**config.mk**
```make
export PLATFORM = sky130hd
export DESIGN_NAME = txsw_status
export DESIGN_NICKNAME = d
export VERILOG_FILES = /design/src/shared/txsw_pkg.sv /design/src/verilog/txsw_status.sv
export VERILOG_INCLUDE_DIRS = /design/src /design/src/shared
export SDC_FILE = /design/constraint.sdc
export NUM_CORES = 1
export LEC_CHECK = 0
export BUFFER_PORTS_ARGS = -buffer_cell sky130_fd_sc_hd__buf_2
export CORE_MARGIN = 2
export CORE_UTILIZATION = 55
export CTS_CLUSTER_DIAMETER = 80
export CTS_CLUSTER_SIZE = 20
export DETAILED_ROUTE_END_ITERATION = 16
export PLACE_DENSITY = 0.78
export SLEW_MARGIN = 15
export SYNTH_ARGS = -nofsm -noshare
export SYNTH_HDL_FRONTEND = slang
export SYNTH_SLANG_ARGS = --single-unit
export TNS_END_PERCENT = 5
```
**constraint.sdc**
```tcl
create_clock -name i_clk_sys -period 2.63 [get_ports i_clk_sys]
set_input_delay 0.3945 -clock i_clk_sys [delete_from_list [all_inputs] [get_ports i_clk_sys]]
set_output_delay 0.3945 -clock i_clk_sys [all_outputs]
set_load 0.1 [all_outputs]
```
**src/shared/txsw_map.svh**
```systemverilog
`ifndef TXSW_MAP_SVH
`define TXSW_MAP_SVH
// Register byte offsets
`define TXSW_OFF_CTRL      12'h000
`define TXSW_OFF_STAT      12'h004
`define TXSW_OFF_IMASK     12'h008
`define TXSW_OFF_WORD      12'h00C
`define TXSW_OFF_TALLY     12'h010
// Status word bit positions
`define TXSW_B_OWN         31
`define TXSW_B_ERR         15
`define TXSW_B_JAB         14
`define TXSW_B_CDROP       11
`define TXSW_B_NOCAR       10
`define TXSW_B_LATE        9
`define TXSW_B_RETRY       8
`define TXSW_B_HBEAT       7
`define TXSW_B_TALLY_LO    3
`define TXSW_B_STARVE      1
`define TXSW_B_WAIT        0
// Interrupt status bit positions
`define TXSW_I_TXDONE      0
`define TXSW_I_JAB         3
`define TXSW_I_UNDER       5
// Control fields
`define TXSW_C_MODE_LO     10
`define TXSW_MODE_ILOOP    2'h1
`define TXSW_RETRY_MAX     5'h10
`define TXSW_IMASK_RST     32'h00000000
`endif

```
**src/shared/txsw_pkg.sv**
```systemverilog
package txsw_pkg;
	typedef enum logic [3:0] {
		TXSW_IDLE    = 4'h1,
		TXSW_SEND    = 4'h2,
		TXSW_STOPPED = 4'h4,
		TXSW_SUSPEND = 4'h8
	} txsw_state_t;

	// Line events from the transmit engine, one-cycle pulses except carrier, which is a level held through the frame
	typedef struct packed {
		logic start;
		logic done;
		logic emptied;
		logic collision;
		logic late;
		logic jabber;
		logic fifo_empty;
		logic carrier;
		logic defer;
		logic hb_pulse;
	} txsw_ev_t;
endpackage : txsw_pkg

```
**src/verilog/txsw_status.sv**
```systemverilog
`timescale 1ns/10ps
`include "txsw_map.svh"
////////////////////////////////////////////////////////////////////////
module txsw_status (
	input  wire logic           i_clk_sys,
	input  wire logic           i_nrst,
	input  wire logic           i_psel,
	input  wire logic           i_penable,
	input  wire logic           i_pwrite,
	input  wire logic [11:0]    i_paddr,
	input  wire logic [31:0]    i_pwdata,
	input  wire txsw_pkg::txsw_ev_t i_ev,
	input  wire logic           i_mode_10m,
	input  wire logic           i_desc_owned,
	output logic [31:0]         o_prdata,
	output logic                o_pready,
	output logic                o_pslverr,
	output logic                o_wb_valid,
	output logic [31:0]         o_wb_word,
	output logic                o_abort,
	output logic [3:0]          o_state,
	output logic                o_irq
);
	////////////////////////////////////////////////////////////////////
	// Bus decode
	logic [31:0]               ctrl_q;
	logic [31:0]               stat_q;
	logic [31:0]               imask_q;
	logic [31:0]               word_q;
	logic [31:0]               rdata_d;
	logic                      hit_ok;
	txsw_pkg::txsw_state_t     st_q;
	txsw_pkg::txsw_state_t     st_d;
	logic                      own_q;
	logic                      jab_q, cdrop_q, nocar_q, late_q, retry_q;
	logic                      hbeat_q, starve_q, wait_q, carseen_q;
	logic                      retried_q;
	logic [4:0]                coll_q;
	logic                      abort_d;
	logic                      finish;

	wire acc      = i_psel && i_penable;
	// Write lands only at the edge that sees pready high
	wire wr_en    = acc && i_pwrite && o_pready;
	wire sel_ctrl = i_paddr == `TXSW_OFF_CTRL;
	wire sel_stat = i_paddr == `TXSW_OFF_STAT;
	wire sel_mask = i_paddr == `TXSW_OFF_IMASK;
	wire sel_word = i_paddr == `TXSW_OFF_WORD;
	wire sel_tal  = i_paddr == `TXSW_OFF_TALLY;
	assign hit_ok = sel_ctrl | sel_stat | sel_mask | sel_word | sel_tal;
	wire iloop    = ctrl_q[`TXSW_C_MODE_LO +: 2] == `TXSW_MODE_ILOOP;
	wire run_req  = ctrl_q[0];
	wire sending  = st_q == txsw_pkg::TXSW_SEND;

	assign rdata_d = sel_ctrl ? ctrl_q :
		sel_stat ? stat_q :
		sel_mask ? imask_q :
		sel_word ? word_q :
		sel_tal  ? {27'h0000000, coll_q} : 32'h00000000;

	////////////////////////////////////////////////////////////////////
	// Abort causes
	wire ev_jab   = sending && i_ev.jabber;
	wire ev_starv = sending && i_ev.fifo_empty;
	wire ev_late  = sending && i_ev.late;
	wire ev_coll  = sending && i_ev.collision && !i_ev.late;
	wire coll_lim = ev_coll && (coll_q + 5'h01 == `TXSW_RETRY_MAX);
	assign abort_d  = ev_jab | ev_starv | ev_late | coll_lim;
	assign finish   = sending && (abort_d || i_ev.done || i_ev.emptied);

	// Heartbeat only checked at 10 Mb/s, first attempt, clean frame
	wire hb_chk = i_mode_10m && !retried_q && !starve_q && !ev_starv;
	wire hb_bad = hb_chk && !carseen_q && !abort_d;

	// Loopback suppresses carrier flags rather than reporting noise
	wire cd_fin = (cdrop_q | (sending && carseen_q && !i_ev.carrier)) && !iloop;
	wire nc_fin = !carseen_q && !i_ev.carrier && !iloop;
	wire lc_fin = (late_q | ev_late) && !(starve_q | ev_starv);
	wire rl_fin = retry_q | coll_lim;
	wire jb_fin = jab_q | ev_jab;
	wire uf_fin = starve_q | ev_starv;
	wire hb_fin = (hbeat_q | hb_bad) && !jb_fin;
	wire es_fin = uf_fin | rl_fin | lc_fin | nc_fin | cd_fin | jb_fin;
	wire [3:0] tal_fin = rl_fin ? 4'h0 : coll_q[3:0];

	wire [31:0] word_d = {1'b0, 15'h0000, es_fin, jb_fin, 2'h0, cd_fin, nc_fin,
		lc_fin, rl_fin, hb_fin, tal_fin, 1'b0, uf_fin, wait_q};

	////////////////////////////////////////////////////////////////////
	// Transmit process state
	always_comb begin
		st_d = st_q;
		unique case (st_q)
			txsw_pkg::TXSW_IDLE:    if (run_req && i_desc_owned && i_ev.start) st_d = txsw_pkg::TXSW_SEND;
			txsw_pkg::TXSW_SEND: begin
				if (ev_jab) st_d = txsw_pkg::TXSW_STOPPED;
				else if (ev_starv) st_d = txsw_pkg::TXSW_SUSPEND;
				else if (finish) st_d = txsw_pkg::TXSW_IDLE;
			end
			txsw_pkg::TXSW_STOPPED: if (!run_req) st_d = txsw_pkg::TXSW_IDLE;
			txsw_pkg::TXSW_SUSPEND: if (wr_en && sel_ctrl && i_pwdata[0]) st_d = txsw_pkg::TXSW_IDLE;
			default:                st_d = txsw_pkg::TXSW_IDLE;
		endcase
	end

	always_ff @(posedge i_clk_sys or negedge i_nrst) begin
		if (!i_nrst) st_q <= txsw_pkg::TXSW_IDLE;
		else st_q <= st_d;
	end

	////////////////////////////////////////////////////////////////////
	// Per-frame status accumulation
	wire new_frame = st_q == txsw_pkg::TXSW_IDLE && st_d == txsw_pkg::TXSW_SEND;

	always_ff @(posedge i_clk_sys or negedge i_nrst) begin
		if (!i_nrst) begin
			{jab_q, cdrop_q, nocar_q, late_q, retry_q, hbeat_q, starve_q, wait_q} <= 8'h00;
			carseen_q <= 1'b0;
			retried_q <= 1'b0;
			coll_q    <= 5'h00;
			own_q     <= 1'b0;
		end else if (new_frame) begin
			{jab_q, cdrop_q, nocar_q, late_q, retry_q, hbeat_q, starve_q, wait_q} <= 8'h00;
			carseen_q <= i_ev.carrier;
			retried_q <= 1'b0;
			coll_q    <= 5'h00;
			own_q     <= 1'b1;
		end else if (sending) begin
			if (i_ev.carrier) carseen_q <= 1'b1;
			if (carseen_q && !i_ev.carrier) cdrop_q <= 1'b1;
			if (i_ev.defer) wait_q <= 1'b1;
			if (ev_coll && !coll_lim) begin
				coll_q    <= coll_q + 5'h01;
				retried_q <= 1'b1;
			end
			if (coll_lim) retry_q <= 1'b1;
			if (ev_late) late_q <= 1'b1;
			if (ev_jab) jab_q <= 1'b1;
			if (ev_starv) starve_q <= 1'b1;
			if (finish) own_q <= 1'b0;
		end
	end

	////////////////////////////////////////////////////////////////////
	// Registers, write-back and interrupts
	wire [31:0] ev_bits = {26'h0000000, sending && ev_starv, 1'b0, ev_jab, 2'h0,
		finish && !ev_jab};

	always_ff @(posedge i_clk_sys or negedge i_nrst) begin
		if (!i_nrst) begin
			ctrl_q     <= 32'h00000000;
			stat_q     <= 32'h00000000;
			imask_q    <= `TXSW_IMASK_RST;
			word_q     <= 32'h00000000;
			o_wb_valid <= 1'b0;
			o_wb_word  <= 32'h00000000;
			o_abort    <= 1'b0;
			o_prdata   <= 32'h00000000;
			o_pready   <= 1'b0;
			o_pslverr  <= 1'b0;
			o_irq      <= 1'b0;
		end else begin
			if (wr_en && sel_ctrl) ctrl_q <= i_pwdata;
			if (wr_en && sel_mask) imask_q <= i_pwdata;
			// Hardware set wins over a same-cycle write-one clear
			stat_q   <= (stat_q & ~((wr_en && sel_stat) ? i_pwdata : 32'h00000000)) | ev_bits;
			o_wb_valid <= finish;
			o_wb_word  <= word_d;
			if (finish) word_q <= word_d;
			o_abort  <= abort_d;
			// Answer after the first access edge, data stands with pready
			o_prdata <= (acc && !i_pwrite && !o_pready) ? rdata_d : 32'h00000000;
			o_pready <= acc && !o_pready;
			o_pslverr <= acc && !o_pready && !hit_ok;
			o_irq    <= |(((stat_q & ~((wr_en && sel_stat) ? i_pwdata : 32'h00000000)) | ev_bits) & imask_q);
		end
	end

	assign o_state = st_q;
endmodule : txsw_status

```
# After elaboration in Yosys (flattened, before gate mapping)
# Cells that the tools add are included.
totals:
  wordCells: 169
  inputBits: 61
  regBits: 176
  out_inout_bits: 73
op_classes:
  n_mux: 42
  add_sub_neg: 1
  eq_ne: 11
  bitwise: 21
  n_reduce_logical: 73
op_table:
  columns: ["op", "n"]
  rows:
  - ["two-way mux 32 bit", 5]
  - ["bitwise AND 32 bit", 2]
  - ["logical AND 1 bit", 37]
  - ["NOT 32 bit", 1]
  - ["OR 32 x 6 -> 32 bit", 1]
  - ["OR reduction 32 bit", 1]
  - ["two-way mux 4 bit", 7]
  - ["equality test 12 x 4 -> 1 bit (second input constant)", 2]
  - ["two-way mux 1 bit", 24]
  - ["two-way mux 5 bit", 4]
  - ["nonzero test 2 bit", 9]
  - ["OR 1 bit", 17]
  - ["two-way mux 16 bit", 1]
  - ["one-hot mux 4 bit (4 select lines)", 1]
  - ["AND reduction 2 bit", 8]
  - ["zero test 1 bit", 15]
  - ["equality test 12 x 3 -> 1 bit (second input constant)", 1]
  - ["equality test 12 x 5 -> 1 bit (second input constant)", 1]
  - ["zero test 12 bit", 1]
  - ["equality test 4 x 2 -> 1 bit (second input constant)", 2]
  - ["adder 5 x 1 -> 5 bit (second input constant)", 1]
  - ["equality test 5 bit (second input constant)", 1]
  - ["equality test 4 x 1 -> 1 bit (second input constant)", 1]
  - ["equality test 4 x 3 -> 1 bit (second input constant)", 1]
  - ["other kinds (3)", 4]

# Longest topological paths before layout
# Gate-level depths: netlist of run 1.
depth:
  depth_word: 16
  mapped_depth: 8

# Worst setup path before layout of run 1
# No wires, ideal clock.
synth_path:
  path_type: "reg2reg"
  start: "register o_pready"
  end: "register o_irq"
  setup_time_ps: 139
  arrival_time_ps: 2584
  slack_ps: -93
  stages_incl_launch_ff: 9
  period_less_slack_ps: 2723
  path_cell_list: "dfrtp_1 -> nand4_4 -> nor3_4 -> buf_4 -> buf_4 -> nand3_1 -> a31oi_1 -> nand4_1 -> or4_1"
synth_between:
  elab_chain_len: 8
synth_lines:
  columns: ["item", "line_no", "source"]
  rows:
  - ["start, declared", "txsw_status.sv:16", "output logic o_pready,"]
  - ["start signal, assigned", "txsw_status.sv:173", "o_pready <= acc && !o_pready;"]
  - ["logical AND 1 bit", "txsw_status.sv:44", "wire wr_en = acc && i_pwrite && o_pready;"]
  - ["logical AND 1 bit", "txsw_status.sv:175", "o_irq <= |(((stat_q & ~((wr_en && sel_stat) ? i_pwdata : 32'h00000000)) | ev_bits) & imask_q);"]
  - ["two-way mux 32 bit", "txsw_status.sv:175", null]
  - ["NOT 32 bit", "txsw_status.sv:175", null]
  - ["bitwise AND 32 bit", "txsw_status.sv:175", null]
  - ["OR 32 x 6 -> 32 bit", "txsw_status.sv:175", null]
  - ["bitwise AND 32 bit", "txsw_status.sv:175", null]
  - ["OR reduction 32 bit", "txsw_status.sv:175", null]
  - ["end signal, assigned", "txsw_status.sv:175", null]
  - ["end, declared", "txsw_status.sv:22", "output logic o_irq"]
# No other way between the ends.
# A chain may end at the register's enable or synchronous reset.

# Final worst setup path of run 1
# Same ends and word-level chain as after synthesis.

==> results of run 1 <==
-- per-layer routing --
| metal | part of all wire (%) | track usage (%) | vias up |
|---|---|---|---|
| li1 | - | - | 2717 |
| met1 | 40 | 37.60 | 3105 |
| met2 | 49 | 44.44 | 315 |
| met3 | 8.4 | 5.996 | 43 |
| met4 | 2.3 | 10.56 | 0 |
| met5 | 0 | 0 | - |
-- worst max path at each step --
stage	from	end	slack, ps	depth (start not counted)
3_3_place_gp	i_paddr[7]	o_irq	-30	9
6_report	o_pready	o_irq	110	8
4_1_cts	o_pready	o_irq	100	9
3_5_place_dp	i_paddr[7]	o_irq	-50	9
5_1_grt	o_pready	o_irq	60	8
2_1_floorplan	o_state[1]	word_q[9]	20	6
-- flip-flops by register name, indices dropped and copies added, names as in the netlist --
register    cells
ctrl_q         32
imask_q        32
o_prdata       32
stat_q         32
o_wb_word      13
word_q         13
coll_q          5
o_state         4
carseen_q       1
cdrop_q         1
jab_q           1
late_q          1
o_abort         1
o_irq           1
o_pready        1
o_pslverr       1
o_wb_valid      1
retried_q       1
retry_q         1
starve_q        1
wait_q          1
-- critical path, delay by kind of cell (launching register included) --
family / cells / cell delay, ps
DFF: 1 / 430
and+or+nand+nor: 5 / 1450
buffers and inverters: 2 / 370
AOI/OAI and AO/OA: 1 / 130
-- logic make-up (layout without fill, tap and decap cells) --
logic type / count (synthesis) / after routing / share of synthesized area (%)
and+or+nand+nor: 185 / 185 / 11.63
DFF: 176 / 176 / 56.63
AOI/OAI and AO/OA: 153 / 153 / 12.95
muxes: 89 / 89 / 12.53
buffers and inverters: 89 / 224 / 5.789
adders and majority gates: 2 / 2 / 0.3216
other: 1 / 19 / 0.04820
xor gates and xnor gates: 1 / 1 / 0.1126
-- cells in the mapped netlist, types with 2 or more instances --
| cell type | n | share of area [%] |
|---|---|---|
| a31o_2 | 2 | 0.23 |
| dfrtp_1 | 175 | 56 |
| a222oi_1 | 9 | 1.2 |
| a22o_1 | 7 | 0.79 |
| or4_1 | 2 | 0.19 |
| nor2_1 | 72 | 3.5 |
| clkbuf_1 | 13 | 0.63 |
| nor3_1 | 8 | 0.51 |
| nand2_1 | 50 | 2.4 |
| a22oi_1 | 3 | 0.29 |
| nor4b_1 | 2 | 0.23 |
| a21oi_1 | 44 | 2.8 |
| buf_2 | 11 | 0.71 |
| nand3_2 | 2 | 0.26 |
| inv_1 | 37 | 1.8 |
| nor4_1 | 9 | 0.72 |
| ha_1 | 2 | 0.32 |
| or3_1 | 2 | 0.16 |
| mux2_2 | 66 | 9.6 |
| nand4_1 | 2 | 0.16 |
| mux2i_1 | 22 | 2.8 |
| a311oi_1 | 15 | 1.7 |
| a21boi_0 | 12 | 1.2 |
| nand3_1 | 9 | 0.58 |
| nand2b_1 | 4 | 0.32 |
| nand3b_1 | 2 | 0.19 |
| a31oi_1 | 19 | 1.5 |
| nor3b_1 | 2 | 0.19 |
| and2_1 | 8 | 0.64 |
| buf_4 | 25 | 2.4 |
| o21ai_0 | 30 | 1.9 |
-- final cells by class --
type                            count  share of cell area (%)
Tap cell                          180                   2.417
Multi-Input combinational cell    449                   32.23
Timing Repair Buffer              154                   10.41
Inverter                           38                   1.531
Clock buffer                       22                   5.197
Sequential cell                   176                   47.30
Clock inverter                     10                  0.9132
-- power groups by stage --
| stage | clock (mW) | sequential [mW] | combinational (mW) |
|---|---|---|---|
| global placement | 0 | 2.91 | 0.723 |
| global route | 2.57 | 2.88 | 0.785 |
| finish | 2.43 | 2.87 | 0.743 |
| CTS | 2.45 | 2.87 | 0.742 |
| detailed placement | 0 | 2.92 | 0.736 |
| floorplan | 0 | 3.10 | 0.322 |
-- what timing repair did --
action / in CTS / in global routing
gates resized for setup: 0 / 1
hold buffers: 1 / 0
setup endpoints to repair: 0 / 1
hold endpoints to repair: 52 / 0
-- stage by stage --
stage	utilization (%)	worst slack, ps	instance area [um^2]	total power [mW]	hold slack (ps)
6_report	67.38	105.2	9316	6.046	178.3
5_1_grt	67.38	56.12	9316	6.233	177.5
4_1_cts	67.33	101.6	9310	6.061	169.3
3_5_place_dp	63.14	-53.15	8731	3.653	397.5
3_3_place_gp	63.14	-28.35	8731	3.636	387.2
2_1_floorplan	-	23.18	7849	3.426	98.91
==> results.py, run 1 <==
metrics = {
    "cells_and_area": {
        "multi_input_area_um2": 3003,
        "nets": 899,
        "seqCellArea_um2": 4407,
        "antenna_cells": 0,
        "drive_gt1_share_pct": 31.45,
        "stdcell_count": 1029,
        "syn2layout_area_growth_pct": 19.75,
        "layout_commonest_cell": "dfrtp_1",
        "nFillCells": 1006,
        "final_cell_mix": "dfrtp_1, buf_2, nor2_1",
    },
    "logic_synthesis": {
        "synth_edf_count": 0,
        "yosysUniqueCellTypes": 61,
        "async_flop_share_pct": 100.0,
        "synth_seq_area_share_pct": 56.63,
        "yosys_warnings": 0,
        "synth-seq-cells": 176,
        "synth_flop_cell": "dfrtp_1",
        "mappedNetlistArea_um2": 7780,
        "syn_inst": 696,
        "avgSynthCellArea_um2": 11.18,
    },
    "sta": {
        "fin_tns_setup_ps": 0,
        "setup_violations": 0,
        "fmax_mhz": 396.1,
        "skew_ps": 7.712,
        "slew_headroom_pct": 51.44,
        "finalHoldViolCount": 0,
        "final.min_clock_period_ps": 2525,
        "tightest_slew_ps": 728.4,
        "drv_slew": 0,
        "rsz0062_at_grt": "no",
        "final.period_utilization_pct": 96.00,
    },
    "global_routing": {
        "grt_pass1_wl_um": 31680,
        "grt_max_degree": 56,
        "grt.total_usage_pct": 27.85,
        "grt-ovfl-total": 0,
        "antenna_found_initial": 0,
        "grt_pass1_vias": 6096,
    },
    "worst_setup_path": {
        "critPathMaxFanout": 20,
        "regToRegStartpoint": "o_pready",
        "critPathKind": "reg2reg",
        "crit_chain": "nand4_4 -> nor3_4 -> buf_12 -> a31oi_1 -> nor4_1 -> buf_4 -> nand4_1 -> or4_1",
        "r2r_end": "o_irq",
        "critPathMaxStageDelay_ps": 520,
        "arrival_ps": 2820,
        "r2r_setup_slack_ps": 110,
        "end_kind": "flop",
        "critPathRequiredTime_ps": 2930,
        "r2r_cells": 8,
        "slowest_stage": "or4_1",
        "start_kind": "flop",
    },
    "power": {
        "peakVddDrop_mv": 0.4827,
        "p_sw_mw": 1.678,
        "swShare_pct": 27.75,
        "internal_power_mw": 4.368,
        "p_per_area_nw_per_um2": 649.0,
        "pwr-share-clk_pct": 40.2,
        "combPwrFrac_pct": 12.3,
        "total_leakage_power_nw": 4.701,
        "seqPwrFrac_pct": 47.5,
    },
    "worst_hold_path": {
        "hold_depth": 2,
        "whs_endpoint": "stat_q[31]",
        "hold_path.startpoint": "i_pwdata[31]",
        "hold_path_class": "in2reg",
    },
    "floorplanning": {
        "die_area_um2": 15110,
        "ios": 134,
        "dieWidth_um": 122.9,
        "rows": 43,
        "core_um2": 13830,
        "start_util_pct": 56.27,
        "die_h_um": 122.9,
    },
    "detailed_routing": {
        "first_pass_iters": 6,
        "drt-initial-drc-count": 713,
        "wl_per_cell_um": 19.57,
        "vias_per_cell": 6.006,
        "drt-total-wl_um": 20140,
        "via_count": 6180,
        "drc": 0,
        "drtAntennaViolNets": 0,
    },
    "place": {
        "place.gp.congestion": 0.9399,
        "dp_cells": 996,
        "numPortBuffers": 113,
        "dp_hpwl_um": 13530,
    },
    "clocking": {
        "clk_pin_slew_ps": 70,
        "post-cts-setup-buffers": 0,
        "cts_sinks": 176,
        "cts_tree": "done",
        "cts_buffers": 17,
        "clock_latency_ps": 430,
        "clock_path_buffers": 2,
        "cts-root-buf": "clkbuf_16",
        "cts_max_level": 4,
    },
    "run": {
        "maxCapViolations": 0,
    },
    "run_status": {
        "outcome": "finished, final reports clean",
    },
}
(Power assumes the default switching activity.)
==> run 2, diff against run 1 <==
- CORE_ASPECT_RATIO: unset -> 2
==> run 2 against run 1 <==
Against the previous run:
- fmax grew 5.9%
- largest cell class unchanged
- global-route usage increased by 0.52 points
- design area decreased by 0.52%
- sequential share of layout area grew 0.25 points
- worst hold slack hardly changed
==> results.py, run 2 (synthesis gave the netlist of run 1 again) <==
metrics = {
    "cells_and_area": {
        "antenna_cells": 0,
        "nFillCells": 1099,
        "nets": 896,
        "syn2layout_area_growth_pct": 19.12,
        "layout_commonest_cell": "dfrtp_1",
        "drive_gt1_share_pct": 31.12,
        "final_core_util_pct": 66.72,
        "stdcell_area_um2": 9268,
        "final_cell_mix": "dfrtp_1, buf_2, nor2_1",
    },
    "worst_setup_path": {
        "arrival_ps": 2680,
        "critPathMaxFanout": 27,
        "start_kind": "flop",
        "r2r_setup_slack_ps": 250,
        "r2r_cells": 8,
        "critPathRequiredTime_ps": 2930,
        "critPathKind": "reg2reg",
        "end_kind": "flop",
        "r2r_end": "o_irq",
        "regToRegStartpoint": "o_pready",
    },
    "clocking": {
        "cts_buffers": 17,
        "ctsHoldBuffers": 1,
        "cts_tree": "done",
        "clock_path_buffers": 2,
        "clock_latency_ps": 440,
        "cts_max_level": 4,
        "ctsResizeCount": 0,
        "post-cts-setup-buffers": 0,
        "clk_pin_slew_ps": 70,
        "cts_sinks": 176,
        "cts-root-buf": "clkbuf_16",
    },
    "run_status": {
        "outcome": "finished, final reports clean",
    },
    "detailed_routing": {
        "drc": 0,
        "wl_per_cell_um": 19.82,
        "via_count": 6071,
        "vias_per_cell": 5.871,
        "first_pass_iters": 5,
        "drt-total-wl_um": 20500,
        "drt-initial-drc-count": 469,
        "drtAntennaViolNets": 0,
    },
    "sta": {
        "tightest_slew_ps": 667.5,
        "skew_ps": 14.94,
        "setup_ws_ps": 246.3,
        "fin_tns_setup_ps": 0,
        "final.min_clock_period_ps": 2384,
        "fmax_mhz": 419.5,
        "finalHoldViolCount": 0,
        "rsz0062_at_grt": "no",
        "slew_headroom_pct": 55.20,
        "drv_slew": 0,
        "final.period_utilization_pct": 90.64,
        "setup_violations": 0,
    },
    "floorplanning": {
        "ios": 134,
        "die_area_um2": 15170,
        "rows": 61,
        "dieWidth_um": 88.10,
        "core_um2": 13890,
        "die_h_um": 172.2,
        "start_util_pct": 56.01,
    },
    "worst_hold_path": {
        "whs_endpoint": "stat_q[28]",
        "hold_path.startpoint": "i_pwdata[28]",
        "hold_path_class": "in2reg",
        "hold_depth": 2,
    },
    "power": {
        "internal_power_mw": 4.227,
        "finalPower_mw": 6.052,
        "seqPwrFrac_pct": 47.4,
        "p_per_area_nw_per_um2": 653.0,
        "combPwrFrac_pct": 12.3,
        "total_leakage_power_nw": 4.674,
        "pwr-share-clk_pct": 40.3,
        "swShare_pct": 30.14,
        "peakVddDrop_mv": 0.5087,
        "p_sw_mw": 1.824,
    },
    "place": {
        "numPortBuffers": 113,
        "dp_hpwl_um": 14580,
        "postPlaceCellArea_um2": 8695,
        "place_ws_ps": 26.95,
        "place.gp.congestion": 0.9386,
    },
    "global_routing": {
        "antenna_found_initial": 0,
        "grt.total_usage_pct": 28.36,
        "grt_pass1_vias": 6255,
        "grt-ovfl-total": 0,
        "grt_pass1_wl_um": 32180,
        "grt_max_degree": 63,
    },
    "run": {
        "maxCapViolations": 0,
    },
}
==> run 2: stage by stage <==
stage / hold WS, ps / cells
after floorplan: 98.91 / 714
after global placement: 411.9 / 1002
after detailed placement: 423.8 / 1002
after CTS: 164.0 / 1034
after global routing: 173.1 / 1034
final: 178.5 / 1034
==> run 2: area by class of cell <==
| class | instances | area [um^2] | area share (%) |
|---|---|---|---|
| clock buffers | 17 | 425.4 | 4.590 |
| clock inverters | 14 | 137.6 | 1.485 |
| well taps | 189 | 236.5 | 2.552 |
| repair buffers | 151 | 922.1 | 9.950 |
| multi-input cells | 449 | 2997 | 32.33 |
| flip-flops and latches | 176 | 4407 | 47.55 |
| inverters | 38 | 142.6 | 1.539 |
==> run 2: worst max path at each step <==
stage | to | slack, ps | from
3_5_place_dp | o_irq | 30 | i_paddr[7]
3_3_place_gp | o_irq | 80 | i_paddr[7]
2_1_floorplan | word_q[9] | 20 | o_state[1]
5_1_grt | o_irq | 150 | o_pready
4_1_cts | o_irq | 250 | o_pready
6_report | o_irq | 250 | o_pready
==> run 2: power groups by stage <==
stage	clock, mW	combinational, mW	sequential (mW)
2_1_floorplan	0	0.322	3.10
3_3_place_gp	0	0.724	2.91
3_5_place_dp	0	0.740	2.92
4_1_cts	2.47	0.745	2.87
5_1_grt	2.58	0.786	2.88
6_report	2.44	0.743	2.87
==> run 2: critical path: stages, from the launching register on <==
cell,delay (ps)
dfrtp_2,420
nand4_4,160
nor3_4,220
buf_12,200
buf_4,160
a31oi_1,100
a31oi_1,330
nand4_1,130
or4_1,520
==> run 2: metal layers <==
metal	GRT usage [%]	part of all wire, %	up-vias
li1	-	-	2702
met1	31.40	35	3047
met2	49.08	54	249
met3	4.630	4.8	73
met4	18.64	6.0	0
met5	0	0	-
==> run 3, diff against run 2 <==
- ABC_AREA: unset -> 1
- CORE_MARGIN: 2 -> unset
- CORE_UTILIZATION: 55 -> 56
- PLACE_DENSITY: 0.78 -> 0.79
==> run 3 against run 2 <==
Against the previous run:
- synthesized cell count increased by 34%
- critical endpoint is now ctrl_q[14]
- register-to-register slack better by 300 ps
- power is 13% higher
- wire length up 1.5%
- sequential share of layout area decreased by 0.47 points
- clock skew down 1.9 ps
- flip-flop and latch count stayed put
- fmax grew 14%
- via count up 15%
- non-clock buffer count decreased by 16
==> results.py, run 3 <==
metrics = {
    "detailed_routing": {
        "drt-initial-drc-count": 595,
        "first_pass_iters": 6,
        "drtAntennaViolNets": 0,
        "drc": 0,
        "via_count": 7000,
        "drt-total-wl_um": 20810,
        "vias_per_cell": 5.650,
        "wl_per_cell_um": 16.80,
    },
    "place": {
        "dp_cells": 1206,
        "postPlaceCellArea_um2": 8768,
        "place.gp.congestion": 0.8706,
        "dp_hpwl_um": 14060,
        "numPortBuffers": 113,
    },
    "clocking": {
        "cts_tree": "done",
        "cts_buffers": 17,
        "clock_latency_ps": 430,
        "clk_pin_slew_ps": 70,
        "cts_sinks": 176,
        "cts_max_level": 4,
        "cts-root-buf": "clkbuf_16",
        "ctsResizeCount": 0,
        "clock_path_buffers": 2,
    },
    "global_routing": {
        "grt_pass1_vias": 7030,
        "gr-max-usage-layer": "met2",
        "use_met1_pct": 32.40,
        "antenna_found_initial": 0,
        "grt-ovfl-total": 0,
        "gr-usage-met3_pct": 4.894,
        "met2_usage_pct": 53.45,
        "grt_pass1_wl_um": 33690,
        "grt.total_usage_pct": 30.13,
        "grt_max_degree": 65,
    },
    "logic_synthesis": {
        "synth_top_area_cell": "dfrtp_1",
        "yosysUniqueCellTypes": 39,
        "netlist_top_cells_area": "dfrtp_1, nand2_1, inv_1, o21ai_0, nand4_1",
        "synth-compound-area-share_pct": 10.13,
        "synth_top_family_by_area": "simple AND/OR/NAND/NOR gates",
        "synth_xor_area_share_pct": 0.1091,
        "mappedNetlistArea_um2": 8028,
        "yosys_warnings": 0,
        "synth_top_area_share_pct": 54.55,
        "avgSynthCellArea_um2": 8.623,
        "syn_inst": 931,
        "yosysMostFrequentCell": "nand2_1",
        "synth_adder_area_share_pct": 0.3117,
        "synth_mux_area_share_pct": 0.1403,
        "synth_edf_count": 0,
        "synth_seq_area_share_pct": 54.88,
        "synth_flop_cell": "dfrtp_1",
        "async_flop_share_pct": 100.0,
        "synth-seq-cells": 176,
        "synth-simple-area-share_pct": 23.41,
        "synth_common_cells": "nand2_1, dfrtp_1, inv_1",
    },
    "worst_setup_path": {
        "end_kind": "flop",
        "r2r_end": "ctrl_q[14]",
        "critPathMaxFanout": 34,
        "cp.depth": 8,
        "regToRegStartpoint": "o_pready",
        "critPathKind": "reg2reg",
        "slowest_stage": "dfrtp_1",
        "startpoint": "o_pready",
        "start_kind": "flop",
        "crit_chain": "nand2_1 -> nor2_4 -> inv_1 -> nor2_4 -> inv_2 -> buf_4 -> nand2_1 -> o21ai_0",
        "r2r_cells": 8,
        "arrival_ps": 2370,
        "r2r_setup_slack_ps": 540,
        "cp_num_buf_inv": 3,
        "critPathRequiredTime_ps": 2920,
        "critPathMaxStageDelay_ps": 370,
        "path_delay_family": "simple AND/OR/NAND/NOR gates",
        "endpoint": "ctrl_q[14]",
    },
    "power": {
        "peakVddDrop_mv": 0.8665,
        "p_per_area_nw_per_um2": 731.3,
        "total_leakage_power_nw": 5.181,
        "finalPower_mw": 6.843,
    },
    "sta": {
        "drv_slew": 0,
        "skew_ps": 13.05,
        "tightest_slew_ps": 596.2,
        "fmax_mhz": 479.5,
        "final.min_clock_period_ps": 2086,
        "hold_slack_ps": 186.8,
        "setup_violations": 0,
        "slew_headroom_pct": 59.95,
        "finalHoldViolCount": 0,
        "rsz0062_at_grt": "no",
        "fin_tns_setup_ps": 0,
        "final.period_utilization_pct": 79.30,
    },
    "cells_and_area": {
        "stdcell_count": 1239,
        "drive_gt1_share_pct": 18.67,
        "final_cell_mix": "nand2_1, dfrtp_1, inv_1",
        "stdcell_area_um2": 9358,
        "syn2layout_area_growth_pct": 16.57,
        "nFillCells": 1191,
        "layout_commonest_cell": "nand2_1",
        "antenna_cells": 0,
        "nets": 1100,
    },
    "floorplanning": {
        "rows": 61,
        "die_h_um": 171.3,
        "ios": 134,
        "die_area_um2": 14850,
        "core_um2": 13970,
        "dieWidth_um": 86.66,
        "start_util_pct": 57.48,
    },
    "run": {
        "maxCapViolations": 0,
    },
    "run_status": {
        "outcome": "finished, final reports clean",
    },
    "worst_hold_path": {
        "hold_path_class": "in2reg",
    },
}
[run 3: changes by cell type in the layout (fill, tap and decap cells not counted), moves of 57 or more]
cell | previous run | this run
nand4_1 | 2 | 59
nand3_1 | 9 | 69
inv_1 | 37 | 123
mux2_2 | 66 | 1
o21ai_0 | 30 | 89
nand2_1 | 50 | 223
[run 3: layer usage]
metal	share of wire, %	routed length [um]
met2	53	10940
met3	5.3	1096
met5	0	0
met4	6.0	1246
met1	36	7526
[run 3: worst min-delay path by stage]
stage | from | endpoint | slack [ps] | cells after the start
2_1_floorplan | i_nrst | carseen_q | 100 | 0
3_3_place_gp | wait_q | o_wb_word[0] | 400 | 0
3_5_place_dp | wait_q | o_wb_word[0] | 400 | 0
4_1_cts | i_ev[2] | o_wb_word[10] | 170 | 2
5_1_grt | i_ev[2] | o_wb_word[10] | 180 | 2
6_report | i_ev[2] | o_wb_word[10] | 190 | 2
[run 3: cell type report]
class / instances / area [um^2] / share of cell area [%]
flip-flops and latches: 176 / 4405 / 47.08
multi-input cells: 575 / 2814 / 30.07
repair buffers: 135 / 827.0 / 8.838
inverters: 132 / 495.5 / 5.295
clock buffers: 18 / 439.2 / 4.693
well taps: 189 / 236.5 / 2.527
clock inverters: 14 / 140.1 / 1.498
[run 3: through the flow]
step	utilization [%]	setup WS (ps)
after floorplan	-	391.9
after global placement	62.78	363.2
after detailed placement	62.78	319.7
after CTS	67.00	578.5
after global routing	67.00	416.5
final	67.00	544.4
[run 3: where the power goes]
part           switching, mW  total [mW]  internal (mW)
logic                   1.06        1.30          0.238
clock network           1.14        2.50           1.36
registers              0.113        3.04           2.93
[run 3: kinds of logic (layout without fill, tap and decap cells)]
| logic type | Yosys count | after routing |
|---|---|---|
| adder cells (fa/ha/maj) | 2 | 2 |
| buffers and inverters | 198 | 299 |
| other | 1 | 19 |
| AND/OR/NAND/NOR | 414 | 414 |
| XOR/XNOR | 1 | 1 |
| AO/OA/AOI/OAI | 138 | 138 |
| multiplexers | 1 | 1 |
| flip-flops | 176 | 176 |
[run 3: timing repair]
action                    in CTS  in global routing
hold buffers                   1                  0
hold endpoints to repair      57                  0
buffers inserted               0                  0
[run 3: worst reg2reg max path: stages (launching register included)]
cell	delay (ps)
dfrtp_1	370
nand2_1	100
nor2_4	300
inv_1	170
nor2_4	250
inv_2	250
buf_4	320
nand2_1	110
o21ai_0	80
